## src/chim_map.svh

```systemverilog
// register map and timing constants of the charger mask and limit block
// assumes the includer compiles it once per unit; guarded anyway
`ifndef CHIM_MAP_SVH
`define CHIM_MAP_SVH

// register offsets on the serial bus
`define CHIM_CHARGE_STATE_IRQ_MASK_ADDR      8'h27
`define CHIM_FLT_MASK_ADDR      8'h28
`define CHIM_LIMIT_LO_ADDR      8'h29
`define CHIM_LIMIT_HI_ADDR      8'h2a

// reset values and writable bit patterns
`define CHIM_MASK_RESET         8'h00
`define CHIM_LIMIT_RESET        8'h00
`define CHIM_CHG_WR_BITS        8'h49
`define CHIM_FLT_WR_BITS        8'hf9

// charger mask field positions
`define CHIM_OPT_BIT            6
`define CHIM_CHG_BIT            3
`define CHIM_BUS_BIT            0
// fault mask field positions
`define CHIM_OVP_BIT            7
`define CHIM_BAT_BIT            6
`define CHIM_SYS_BIT            5
`define CHIM_BOOST_BIT          4
`define CHIM_DIE_BIT            3
`define CHIM_THERM_BIT          0

// optimizer code limits, 20 mA per step
`define CHIM_CODE_MIN           8'h05
`define CHIM_CODE_MAX           8'ha0
`define CHIM_CODE_LSB           4

// interrupt pulse width
`define CHIM_CLK_MHZ            100
`define CHIM_INT_PULSE_NS       1000
`define CHIM_INT_PULSE_CYC      ((`CHIM_INT_PULSE_NS * `CHIM_CLK_MHZ) / 1000)

`endif

```

## src/chim_pkg.sv

```systemverilog
// types shared by the charger mask and limit block
// assumes nothing beyond a SystemVerilog compiler
package chim_pkg;

  // serial slave protocol states
  typedef enum logic [3:0] {
    ST_IDLE,
    ST_ADDR,
    ST_ACK_ADDR,
    ST_PTR,
    ST_ACK_PTR,
    ST_WDATA,
    ST_ACK_WDATA,
    ST_RDATA,
    ST_ACK_RDATA
  } chim_state_e;

endpackage

```

## src/chim_top.sv

```systemverilog
// charger interrupt masks, optimizer limit readback and serial slave
// assumes event inputs are one-cycle pulses on clk; scl/sda are async pins
`timescale 1ns/1ps
`include "chim_map.svh"
// Functional notes
// - optimizer status change pulses interrupt only while charger mask bit 6 is 0
// - charging status change pulses interrupt only while charger mask bit 3 is 0
// - input bus status change pulses interrupt only while charger mask bit 0 is 0
// - input bus overvoltage entry interrupts only while fault mask bit 7 is 0
// - battery overcurrent or overvoltage interrupts only while fault mask bit 6 is 0
// - system overvoltage or short interrupts only while fault mask bit 5 is 0
// - boost output bus faults interrupt only while fault mask bit 4 is 0
// - die thermal shutdown interrupts only while fault mask bit 3 is 0
// - thermistor zone change interrupts only while fault mask bit 0 is 0
// - both mask registers reset to zero, also on register reset
// - optimizer limit code read in bits 11:4, 20 mA steps, 5h to a0h
// - limit register is little endian, low byte at lower address
// - each unmasked event starts or restarts the low pulse on the interrupt output
module chim_top #(
  parameter logic [6:0] DEV_ADDR  = 7'h2a, // arbitrary value
  parameter int         PULSE_CYC = `CHIM_INT_PULSE_CYC
) (
  // clock and reset
  input  wire logic       clk,
  input  wire logic       nrst,
  // serial bus pins
  input  wire logic       scl_in,
  input  wire logic       sda_in,
  output logic            sda_out,
  output logic            sda_oe,
  // charger events, one-cycle pulses
  input  wire logic       optimizer_state_chg,
  input  wire logic       charge_state_chg,
  input  wire logic       input_bus_state_chg,
  // fault events, one-cycle pulses
  input  wire logic       input_overvolt_evt,
  input  wire logic       battery_fault_evt,
  input  wire logic       system_rail_fault_evt,
  input  wire logic       boost_output_fault_evt,
  input  wire logic       die_thermal_shutdown_evt,
  input  wire logic       thermistor_zone_chg,
  // control from the rest of the charger
  input  wire logic       reg_reset,
  input  wire logic       adapter_unplug,
  input  wire logic       optimized_current_load,
  input  wire logic [7:0] optimized_current_in,
  // interrupt pin, active low
  output logic            int_n
);

  // pin synchronisers and edge history
  logic [1:0] scl_sync_r, sda_sync_r;
  logic       scl_d_r, sda_d_r;
  logic       scl_s, sda_s;
  logic       scl_rise, scl_fall;
  logic       bus_start, bus_stop;
  // protocol state
  chim_pkg::chim_state_e state_r, state_nxt;
  logic [7:0] sh_r, sh_nxt;
  logic [2:0] bitc_r, bitc_nxt;
  logic [7:0] ptr_r, ptr_nxt;
  logic       done_r, done_nxt;
  logic       rnw_r, rnw_nxt;
  logic       hack_r, hack_nxt;
  logic       oe_r, oe_nxt;
  logic       wr_stb;
  // register file and interrupt state
  logic [7:0] charge_state_irq_mask_r, charge_state_irq_mask_nxt;
  logic [7:0] flt_mask_r, flt_mask_nxt;
  logic [7:0] code_r, code_nxt;
  logic [15:0] pcnt_r, pcnt_nxt;
  logic       int_n_r, int_n_nxt;
  logic       sda_out_r, hit;
  // read mux; reserved bits read zero
  function automatic logic [7:0] rd_byte(input logic [7:0] a,
                                         input logic [7:0] cm,
                                         input logic [7:0] fm,
                                         input logic [7:0] cd);
    logic [7:0] v;
    v = 8'h00;
    case (a)
      `CHIM_CHARGE_STATE_IRQ_MASK_ADDR: v = cm & `CHIM_CHG_WR_BITS;
      `CHIM_FLT_MASK_ADDR: v = fm & `CHIM_FLT_WR_BITS;
      `CHIM_LIMIT_LO_ADDR: v = {cd[3:0], 4'h0};
      `CHIM_LIMIT_HI_ADDR: v = {4'h0, cd[7:4]};
      default:             v = 8'h00;
    endcase
    return v;
  endfunction
  // second flop only feeds logic; first flop is never read elsewhere
  always_ff @(posedge clk or negedge nrst)
  begin
    if (!nrst)
    begin
      scl_sync_r <= 2'h3;
      sda_sync_r <= 2'h3;
      scl_d_r    <= 1'b1;
      sda_d_r    <= 1'b1;
    end
    else
    begin
      scl_sync_r <= {scl_sync_r[0], scl_in};
      sda_sync_r <= {sda_sync_r[0], sda_in};
      scl_d_r    <= scl_sync_r[1];
      sda_d_r    <= sda_sync_r[1];
    end
  end
  // bus conditions seen on the sampled pins
  assign scl_s     = scl_sync_r[1];
  assign sda_s     = sda_sync_r[1];
  assign scl_rise  = scl_s & ~scl_d_r;
  assign scl_fall  = ~scl_s & scl_d_r;
  assign bus_start = scl_s & scl_d_r & sda_d_r & ~sda_s;
  assign bus_stop  = scl_s & scl_d_r & ~sda_d_r & sda_s;
  assign hit       = (sh_r[7:1] == DEV_ADDR);
  // serial slave next state; sda only changes after a falling scl edge
  always_comb
  begin
    state_nxt = state_r;
    sh_nxt    = sh_r;
    bitc_nxt  = bitc_r;
    ptr_nxt   = ptr_r;
    done_nxt  = done_r;
    rnw_nxt   = rnw_r;
    hack_nxt  = hack_r;
    oe_nxt    = oe_r;
    wr_stb    = 1'b0;
    if (bus_start)
    begin
      state_nxt = chim_pkg::ST_ADDR;
      bitc_nxt  = 3'h0;
      done_nxt  = 1'b0;
      oe_nxt    = 1'b0;
    end
    else if (bus_stop)
    begin
      state_nxt = chim_pkg::ST_IDLE;
      oe_nxt    = 1'b0;
    end
    else
    begin
      case (state_r)
        chim_pkg::ST_IDLE: oe_nxt = 1'b0;
        chim_pkg::ST_ADDR, chim_pkg::ST_PTR, chim_pkg::ST_WDATA:
        begin
          if (scl_rise)
          begin
            sh_nxt   = {sh_r[6:0], sda_s};
            bitc_nxt = bitc_r + 3'h1;
            done_nxt = (bitc_r == 3'h7);
          end
          else if (scl_fall && done_r)
          begin
            done_nxt = 1'b0;
            oe_nxt   = 1'b1;  // acknowledge by pulling low
            if (state_r == chim_pkg::ST_ADDR)
            begin
              rnw_nxt   = sh_r[0];
              oe_nxt    = hit;  // a foreign address gets no ack
              state_nxt = hit ? chim_pkg::ST_ACK_ADDR : chim_pkg::ST_IDLE;
            end
            else if (state_r == chim_pkg::ST_PTR)
            begin
              ptr_nxt   = sh_r;
              state_nxt = chim_pkg::ST_ACK_PTR;
            end
            else
            begin
              wr_stb    = 1'b1;
              ptr_nxt   = ptr_r + 8'h01;  // auto increment
              state_nxt = chim_pkg::ST_ACK_WDATA;
            end
          end
        end
        chim_pkg::ST_ACK_ADDR, chim_pkg::ST_ACK_PTR,
        chim_pkg::ST_ACK_WDATA:
        begin
          if (scl_fall)
          begin
            bitc_nxt = 3'h0;
            oe_nxt   = 1'b0;
            if (state_r == chim_pkg::ST_ACK_ADDR && rnw_r)
            begin
              sh_nxt    = rd_byte(ptr_r, charge_state_irq_mask_r, flt_mask_r, code_r);
              ptr_nxt   = ptr_r + 8'h01;
              oe_nxt    = ~sh_nxt[7];
              state_nxt = chim_pkg::ST_RDATA;
            end
            else if (state_r == chim_pkg::ST_ACK_ADDR)
              state_nxt = chim_pkg::ST_PTR;
            else
              state_nxt = chim_pkg::ST_WDATA;
          end
        end
        chim_pkg::ST_RDATA:
          if (scl_fall)
          begin
            // the eighth falling edge releases sda for the host's ack
            sh_nxt   = {sh_r[6:0], 1'b0};
            oe_nxt   = (bitc_r != 3'h7) & ~sh_r[6];
            bitc_nxt = bitc_r + 3'h1;
            if (bitc_r == 3'h7)
              state_nxt = chim_pkg::ST_ACK_RDATA;
          end
        chim_pkg::ST_ACK_RDATA:
        begin
          if (scl_rise)
            hack_nxt = ~sda_s;
          else if (scl_fall)
          begin
            bitc_nxt = 3'h0;
            if (hack_r)
            begin
              sh_nxt    = rd_byte(ptr_r, charge_state_irq_mask_r, flt_mask_r, code_r);
              ptr_nxt   = ptr_r + 8'h01;  // low then high byte
              oe_nxt    = ~sh_nxt[7];
              state_nxt = chim_pkg::ST_RDATA;
            end
            else
              state_nxt = chim_pkg::ST_IDLE;  // host ended the read
          end
        end
        default: state_nxt = chim_pkg::ST_IDLE;  // idle then drops oe
      endcase
    end
  end
  // serial slave registers
  always_ff @(posedge clk or negedge nrst)
  begin
    if (!nrst)
    begin
      state_r <= chim_pkg::ST_IDLE;
      sh_r    <= 8'h00;
      bitc_r  <= 3'h0;
      ptr_r   <= 8'h00;
      done_r  <= 1'b0;
      rnw_r   <= 1'b0;
      hack_r  <= 1'b0;
      oe_r    <= 1'b0;
    end
    else
    begin
      state_r <= state_nxt;
      sh_r    <= sh_nxt;
      bitc_r  <= bitc_nxt;
      ptr_r   <= ptr_nxt;
      done_r  <= done_nxt;
      rnw_r   <= rnw_nxt;
      hack_r  <= hack_nxt;
      oe_r    <= oe_nxt;
    end
  end
  // register file, limit code and interrupt pulse next values
  always_comb
  begin
    logic pend;
    pend         = 1'b0;
    charge_state_irq_mask_nxt = charge_state_irq_mask_r;
    flt_mask_nxt = flt_mask_r;
    code_nxt     = code_r;
    pcnt_nxt     = pcnt_r;
    int_n_nxt    = int_n_r;
    // writes touch only writable bits
    if (wr_stb && ptr_r == `CHIM_CHARGE_STATE_IRQ_MASK_ADDR)
      charge_state_irq_mask_nxt = sh_r & `CHIM_CHG_WR_BITS;
    if (wr_stb && ptr_r == `CHIM_FLT_MASK_ADDR)
      flt_mask_nxt = sh_r & `CHIM_FLT_WR_BITS;
    // register reset wins over a write in the same cycle
    if (reg_reset)
    begin
      charge_state_irq_mask_nxt = `CHIM_MASK_RESET;
      flt_mask_nxt = `CHIM_MASK_RESET;
    end
    // limit code: loads clamp, unplug clears, reg_reset ignored
    if (optimized_current_load)
      code_nxt = (optimized_current_in < `CHIM_CODE_MIN) ? `CHIM_CODE_MIN :
                 (optimized_current_in > `CHIM_CODE_MAX) ? `CHIM_CODE_MAX :
                 optimized_current_in;
    if (adapter_unplug)
      code_nxt = `CHIM_LIMIT_RESET;
    // gate each event with its mask bit
    pend = (optimizer_state_chg & ~charge_state_irq_mask_r[`CHIM_OPT_BIT])
         | (charge_state_chg & ~charge_state_irq_mask_r[`CHIM_CHG_BIT])
         | (input_bus_state_chg & ~charge_state_irq_mask_r[`CHIM_BUS_BIT])
         | (input_overvolt_evt & ~flt_mask_r[`CHIM_OVP_BIT])
         | (battery_fault_evt & ~flt_mask_r[`CHIM_BAT_BIT])
         | (system_rail_fault_evt & ~flt_mask_r[`CHIM_SYS_BIT])
         | (boost_output_fault_evt & ~flt_mask_r[`CHIM_BOOST_BIT])
         | (die_thermal_shutdown_evt & ~flt_mask_r[`CHIM_DIE_BIT])
         | (thermistor_zone_chg & ~flt_mask_r[`CHIM_THERM_BIT]);
    // fixed-width low pulse; a new event restarts it rather than merging
    if (pend)
    begin
      pcnt_nxt  = 16'(PULSE_CYC);
      int_n_nxt = 1'b0;
    end
    else if (pcnt_r > 16'h0001)
      pcnt_nxt = pcnt_r - 16'h0001;
    else
    begin
      pcnt_nxt  = 16'h0000;
      int_n_nxt = 1'b1;  // pulse ends without host action
    end
  end
  // register file and interrupt registers
  always_ff @(posedge clk or negedge nrst)
  begin
    if (!nrst)
    begin
      charge_state_irq_mask_r <= `CHIM_MASK_RESET;
      flt_mask_r <= `CHIM_MASK_RESET;
      code_r     <= `CHIM_LIMIT_RESET;
      pcnt_r     <= 16'h0000;
      int_n_r    <= 1'b1;
      sda_out_r  <= 1'b0;
    end
    else
    begin
      charge_state_irq_mask_r <= charge_state_irq_mask_nxt;
      flt_mask_r <= flt_mask_nxt;
      code_r     <= code_nxt;
      pcnt_r     <= pcnt_nxt;
      int_n_r    <= int_n_nxt;
      sda_out_r  <= 1'b0;  // open drain: only ever pulls low
    end
  end
  // outputs straight from flops
  assign sda_out = sda_out_r;
  assign sda_oe  = oe_r;
  assign int_n   = int_n_r;

endmodule // chim_top

```

## config.mk

```make
export PLATFORM = sky130hd
export DESIGN_NAME = chim_top
export DESIGN_NICKNAME = d
export VERILOG_FILES = /design/src/chim_pkg.sv /design/src/chim_top.sv
export VERILOG_INCLUDE_DIRS = /design/src
export SDC_FILE = /design/constraint.sdc
export NUM_CORES = 1
export LEC_CHECK = 0
export BUFFER_PORTS_ARGS = -buffer_cell sky130_fd_sc_hd__buf_2
export CELL_PAD_IN_SITES_DETAIL_PLACEMENT = 0
export CELL_PAD_IN_SITES_GLOBAL_PLACEMENT = 1
export CORE_MARGIN = 2
export CORE_UTILIZATION = 34
export CTS_CLUSTER_SIZE = 14
export DETAILED_ROUTE_END_ITERATION = 8
export PLACE_DENSITY_LB_ADDON = 0.08
export SETUP_SLACK_MARGIN = 0.4
export SLEW_MARGIN = 20
export SYNTH_ARGS = -nofsm -noshare
export SYNTH_HDL_FRONTEND = slang
export SYNTH_SLANG_ARGS = --single-unit
```

## constraint.sdc

```tcl
create_clock -name clk -period 3.3 [get_ports clk]
set_clock_uncertainty 0.2 [all_clocks]
set_input_delay 0.66 -clock clk [delete_from_list [all_inputs] [get_ports clk]]
set_output_delay 0.66 -clock clk [all_outputs]
set_load 0.01 [all_outputs]
```

; Word-level counts from Yosys, hierarchy flattened
; Index checks and enable logic that the tools add are counted.
[op_classes]
addsub = 3
magnitude_cmp = 3
eq_ne = 39
muxes = 89
n_bitwise = 44
reduce_logical = 24
[op_table]
columns = cell, count
row1 = 8-bit two-way mux, 33
row2 = 8-bit case mux with 4 select lines, 2
row3 = 4-bit two-way mux, 9
row4 = 8-bit by 6-bit == test with 1-bit output (second input constant), 4
row5 = 16-bit two-way mux, 2
row6 = 4-bit != test (second input constant), 8
row7 = 3-bit two-way mux, 10
row8 = 1-bit two-way mux, 25
row9 = 2-bit != test (second input constant), 12
row10 = 8-bit case mux with 3 select lines, 1
row11 = 4-bit case mux with 5 select lines, 1
row12 = 1-bit inverter, 19
row13 = 1-bit AND, 17
row14 = 4-bit by 3-bit == test with 1-bit output (second input constant), 4
row15 = 16-bit by 1-bit > comparator with 1-bit output (second input constant), 1
row16 = 8-bit AND reduction, 2
row17 = 16-bit by 1-bit subtractor with 16-bit output (second input constant), 1
row18 = 3-bit != test (second input constant), 5
row19 = 7-bit two-way mux, 2
row20 = 3-bit case mux with 4 select lines, 1
row21 = 11-bit AND reduction, 1
row22 = 10-bit AND reduction, 1
row23 = 8-bit by 1-bit adder with 8-bit output (second input constant), 1
row24 = 4-bit by 2-bit == test with 1-bit output (second input constant), 2
row25 = other kinds (22), 38
[word_totals]
ff_bits = 73
in_bits = 24
elab_cells = 219

; Depth between registers and ports, before layout
[depth]
depth_word = 15
depth_mapped = 8
ltp_nobuf = 7

; Worst setup path before layout
; No wires, ideal clock.
[synth_path]
kind = reg2reg
from = register state_r[1]
to = register sh_r[7]
t_arrival_ps = 1937
slack_ps = 1039
path_stages_with_launch = 7
path_buffers = 2
cell_sequence = dfrtp_1 buf_2 or3_1 nand3_1 clkbuf_1 mux2_2 mux2_2
[synth_via]
elab_chain_len = 4
[synth_rtl]
columns = element, line_no
row1 = start: declaration, chim_top.sv:58  ; chim_pkg::chim_state_e state_r, state_nxt;
row2 = start signal: assignment, chim_top.sv:232  ; state_r <= chim_pkg::ST_IDLE;
row3 = start signal: assignment, chim_top.sv:243  ; state_r <= state_nxt;
row4 = 4-bit by 2-bit == test with 1-bit output (tied with other cells), "chim_top.sv:142, chim_top.sv:182"
row5 = 3-bit OR reduction or 1-bit logical AND (tied branches), "chim_top.sv:142, chim_top.sv:182"
row6 = 4-bit nonzero test (no line) or 2-bit != test (tied branches), --
row7 = 10-bit AND reduction (no line), --
row8 = end signal: assignment, chim_top.sv:244  ; sh_r <= sh_nxt;
row9 = end: declaration, chim_top.sv:59  ; logic [7:0] sh_r, sh_nxt;
; Parallel ways exist; a longest one is shown, timed or not.
; A chain may end at the register's enable or synchronous reset.

; Worst setup path in the final report
[layout_path]
from = register state_r[2]
to = register sh_r[2]
; The elaborated chain is that of the path after synthesis.

==> impl_metrics.json <==
{
  "outcome": "finished clean",
  "cts_sinks": 67,
  "pwr-share-clk": 0.418,
  "gp_congestion": 0.8306,
  "grt.met2_usage": 0.2582,
  "finalSetupTns_ns": 0,
  "htree_levels": 3,
  "hpwlAfterDp_um": 7293,
  "syn_area_um2": 3978,
  "portBuffers": 25,
  "drv_cap": 0,
  "reg2reg_to": "sh_r[2]",
  "drc_errors": 0,
  "synth.distinct_cells": 67,
  "vdd.ir_drop.worst_mv": 0.2216,
  "post_drt_wl_per_cell_um": 17.21,
  "critPathMaxFanout": 21,
  "r2r_slack_ns": 0.70,
  "ff2ff_path_depth": 6,
  "cts_buffers": 9,
  "fmax_mhz": 384.7,
  "grt_antenna_before_repair": 0,
  "switching_share": 0.2868,
  "critPathKind": "reg -> reg",
  "cts_max_path_buffers": 2,
  "avgViaCountPerCell": 5.528,
  "yosysTopAreaCellShare": 0.3775,
  "syn_inst": 422,
  "drt-pass1-iter-count": 4,
  "grt_pass1_wl_um": 17060,
  "yosysSeqAreaShare": 0.4237,
  "cts_resized": 0,
  "setup_violations": 0,
  "cts_hold_buffers": 0,
  "comb_power_share": 0.117,
  "drt_wl_total_um": 10140,
  "final_max_slew_viol_count": 0,
  "die_y_um": 112.2,
  "cts_tree": "yes",
  "diodes": 0,
  "hold_slack_ns": 0.04528,
  "synth.area.top_cells": "dfrtp_1, dfstp_2, mux2i_1",
  "drive_gt1_frac": 0.1682,
  "cp.required_ns": 3.31,
  "post-cts-setup-buffers": 0,
  "grt_busiest_layer": "met2",
  "p_leak_nw": 1.910,
  "ys_async_sr_fraction": 1.000,
  "grt_util_met3": 0.03348,
  "cp_data_arrival_time_ns": 2.61,
  "ios": 27,
  "synth_nets": 454,
  "grt_max_degree": 33,
  "switchingPower_mw": 0.6231,
  "crit_end": "sh_r[2]",
  "synth_edf_count": 0,
  "die-width_um": 112.2,
  "hold_viol": 0,
  "ant_nets": 0,
  "cp-start-kind": "register",
  "internal_power_mw": 1.549,
  "worstSkewPairLatency_ns": 0.33,
  "start_util": 0.3483,
  "yosysTopAreaCell": "dfrtp_1",
  "clk_pin_slew_ns": 0.06,
  "worst_slew_pin_slew_ns": 0.8611,
  "power_density_nw_per_um2": 483.0,
  "crit_start": "state_r[2]",
  "instances_no_fill": 589,
  "dr.first_iter.drc_count": 153,
  "grt_usage": 0.1702,
  "dominantRegCellSynth": "dfrtp_1",
  "synth_area_per_cell_um2": 9.426,
  "syn_to_final_growth_pct": 13.09,
  "fillers": 1191,
  "endpoint_kind": "register",
  "grt_overflow": 0,
  "synth-seq-cells": 67,
  "gr-usage-met1": 0.2474,
  "holdCritPathClass": "in -> async",
  "die_area_um2": 12580,
  "vias": 3256,
  "core_area_um2": 11420,
  "r2r_start": "state_r[2]",
  "rsz0062_at_grt": "no",
  "place_inst": 573,
  "maxSlewHeadroom": 0.4187,
  "grt_pass1_vias": 3189,
  "sequentialPowerShare": 0.465,
  "finalNetCount": 473,
  "clockRootBuffer": "clkbuf_16",
  "rows": 39,
  "min_period_ns": 2.600,
  "yosys_warnings": 0,
  "fin_crit_sh": 0.7878
}
logic make-up (layout without fill, tap and decap cells):
group           Yosys count  after routing  share of synthesized area
other cells               1              1                  0.0009428
mux                      26             26                    0.06795
fa+ha+maj                10             10                    0.03020
xor+xnor                 11             11                    0.02422
buf+inv                  44             68                    0.04844
simple gates            150            150                     0.2007
flops                    67             67                     0.4237
compound gates          113            113                     0.2038
cell usage in the layout, fill, tap and decap left out, types with 3 or more instances in the layout:
master       n
dfstp_2      7
nor2_1      37
a21oi_1     22
nand3_1     16
o32ai_1      4
o21a_1       5
o31ai_1      3
ha_1         8
o41ai_1      4
or2_2        3
clkinvlp_4   3
o21ai_0     18
a31oi_1      9
buf_2       25
or3_1        5
inv_1       19
mux2i_1     18
a21o_1       4
and3_1       5
a22o_1      11
nor2b_1      9
a22oi_1      6
a32oi_1      3
dfrtp_1     60
nor4_1       6
or4_1        4
buf_4        8
mux2_2       8
nand2b_1    14
clkbuf_16    9
xnor2_1      6
nand2_1     31
xor2_1       5
o22ai_1      6
nor3_1       6
synth_stat cells (2+ instances only):
master	count
a22oi_1	6
a21o_1	4
nor2b_1	9
ha_1	8
buf_4	3
o22ai_1	6
nor3b_1	2
a31oi_1	9
o21ai_0	18
nand2_1	31
nor4_1	6
dfrtp_1	60
o21a_1	5
clkbuf_1	12
xor2_1	5
buf_1	2
mux2i_1	18
a21oi_1	22
a32oi_1	3
or4_1	4
nand3_1	16
maj3_1	2
o31ai_1	3
o41ai_1	4
or3_1	5
and3_1	5
nor3_1	6
o32ai_1	4
xnor2_1	6
nand2b_1	14
a22o_1	11
nor2_1	37
buf_2	7
inv_1	19
or2_2	3
a21boi_0	2
and2_1	2
dfstp_2	7
mux2_2	8
per-stage QoR:
step | utilization | instance area, um^2 | total power, mW | setup WS, ns
6_report | 0.3939 | 4498 | 2.173 | 0.7004
3_3_place_gp | 0.3696 | 4220 | 1.277 | 0.7141
4_1_cts | 0.3939 | 4498 | 2.203 | 0.7119
2_1_floorplan | - | 3978 | 1.159 | 1.039
5_1_grt | 0.3939 | 4498 | 2.284 | 0.5418
3_5_place_dp | 0.3696 | 4220 | 1.281 | 0.6085
power by group through the flow:
stage                     clock network (mW)  registers [mW]  logic (mW)
final                                  0.907            1.01       0.254
after global routing                   0.972            1.02       0.291
after CTS                              0.935            1.01       0.259
after detailed placement                   0            1.02       0.258
after global placement                     0            1.02       0.253
after floorplan                            0           0.971       0.188
final cells by class:
type / count / area [um^2] / share of cell area
multi-input cells: 311 / 2100 / 0.4668
flip-flops and latches: 67 / 1685 / 0.3747
clock buffers: 10 / 229.0 / 0.05090
repair buffers: 33 / 185.2 / 0.04117
well taps: 143 / 178.9 / 0.03978
inverters: 19 / 71.32 / 0.01586
clock inverters: 6 / 48.80 / 0.01085
layer usage:
metal / part of all wire / wire (um)
met1: 0.49 / 4941
met3: 0.037 / 376
met2: 0.47 / 4733
met4: 0.0086 / 87
met5: 0 / 0
sequential cells by signal, summed over array words and instances (netlist names), 3 cells and up:
name,flops
pcnt_r,16
code_r,8
ptr_r,8
sh_r,8
flt_mask_r,6
state_r,4
bitc_r,3
charge_state_irq_mask_r,3
how the worst min path moves through the flow:
stage	startpoint	end	slack [ns]	cells after the start
final	nrst	state_r[0]	0.05	1
after global routing	nrst	bitc_r[2]	0.06	1
after CTS	nrst	state_r[1]	0.05	1
after detailed placement	sda_sync_r[0]	sda_sync_r[1]	0.15	0
after global placement	sda_sync_r[0]	sda_sync_r[1]	0.15	0
after floorplan	scl_sync_r[0]	scl_sync_r[1]	0.15	0
critical path, stage by stage, from the launching register on:
cell and delay (ns):
dfrtp_1 0.61, or4bb_1 0.58, a211oi_2 0.31, a2111oi_4 0.05, buf_4 0.20, o21ai_4 0.14, mux2_2 0.38
Power figures use the tool's default switching activity.
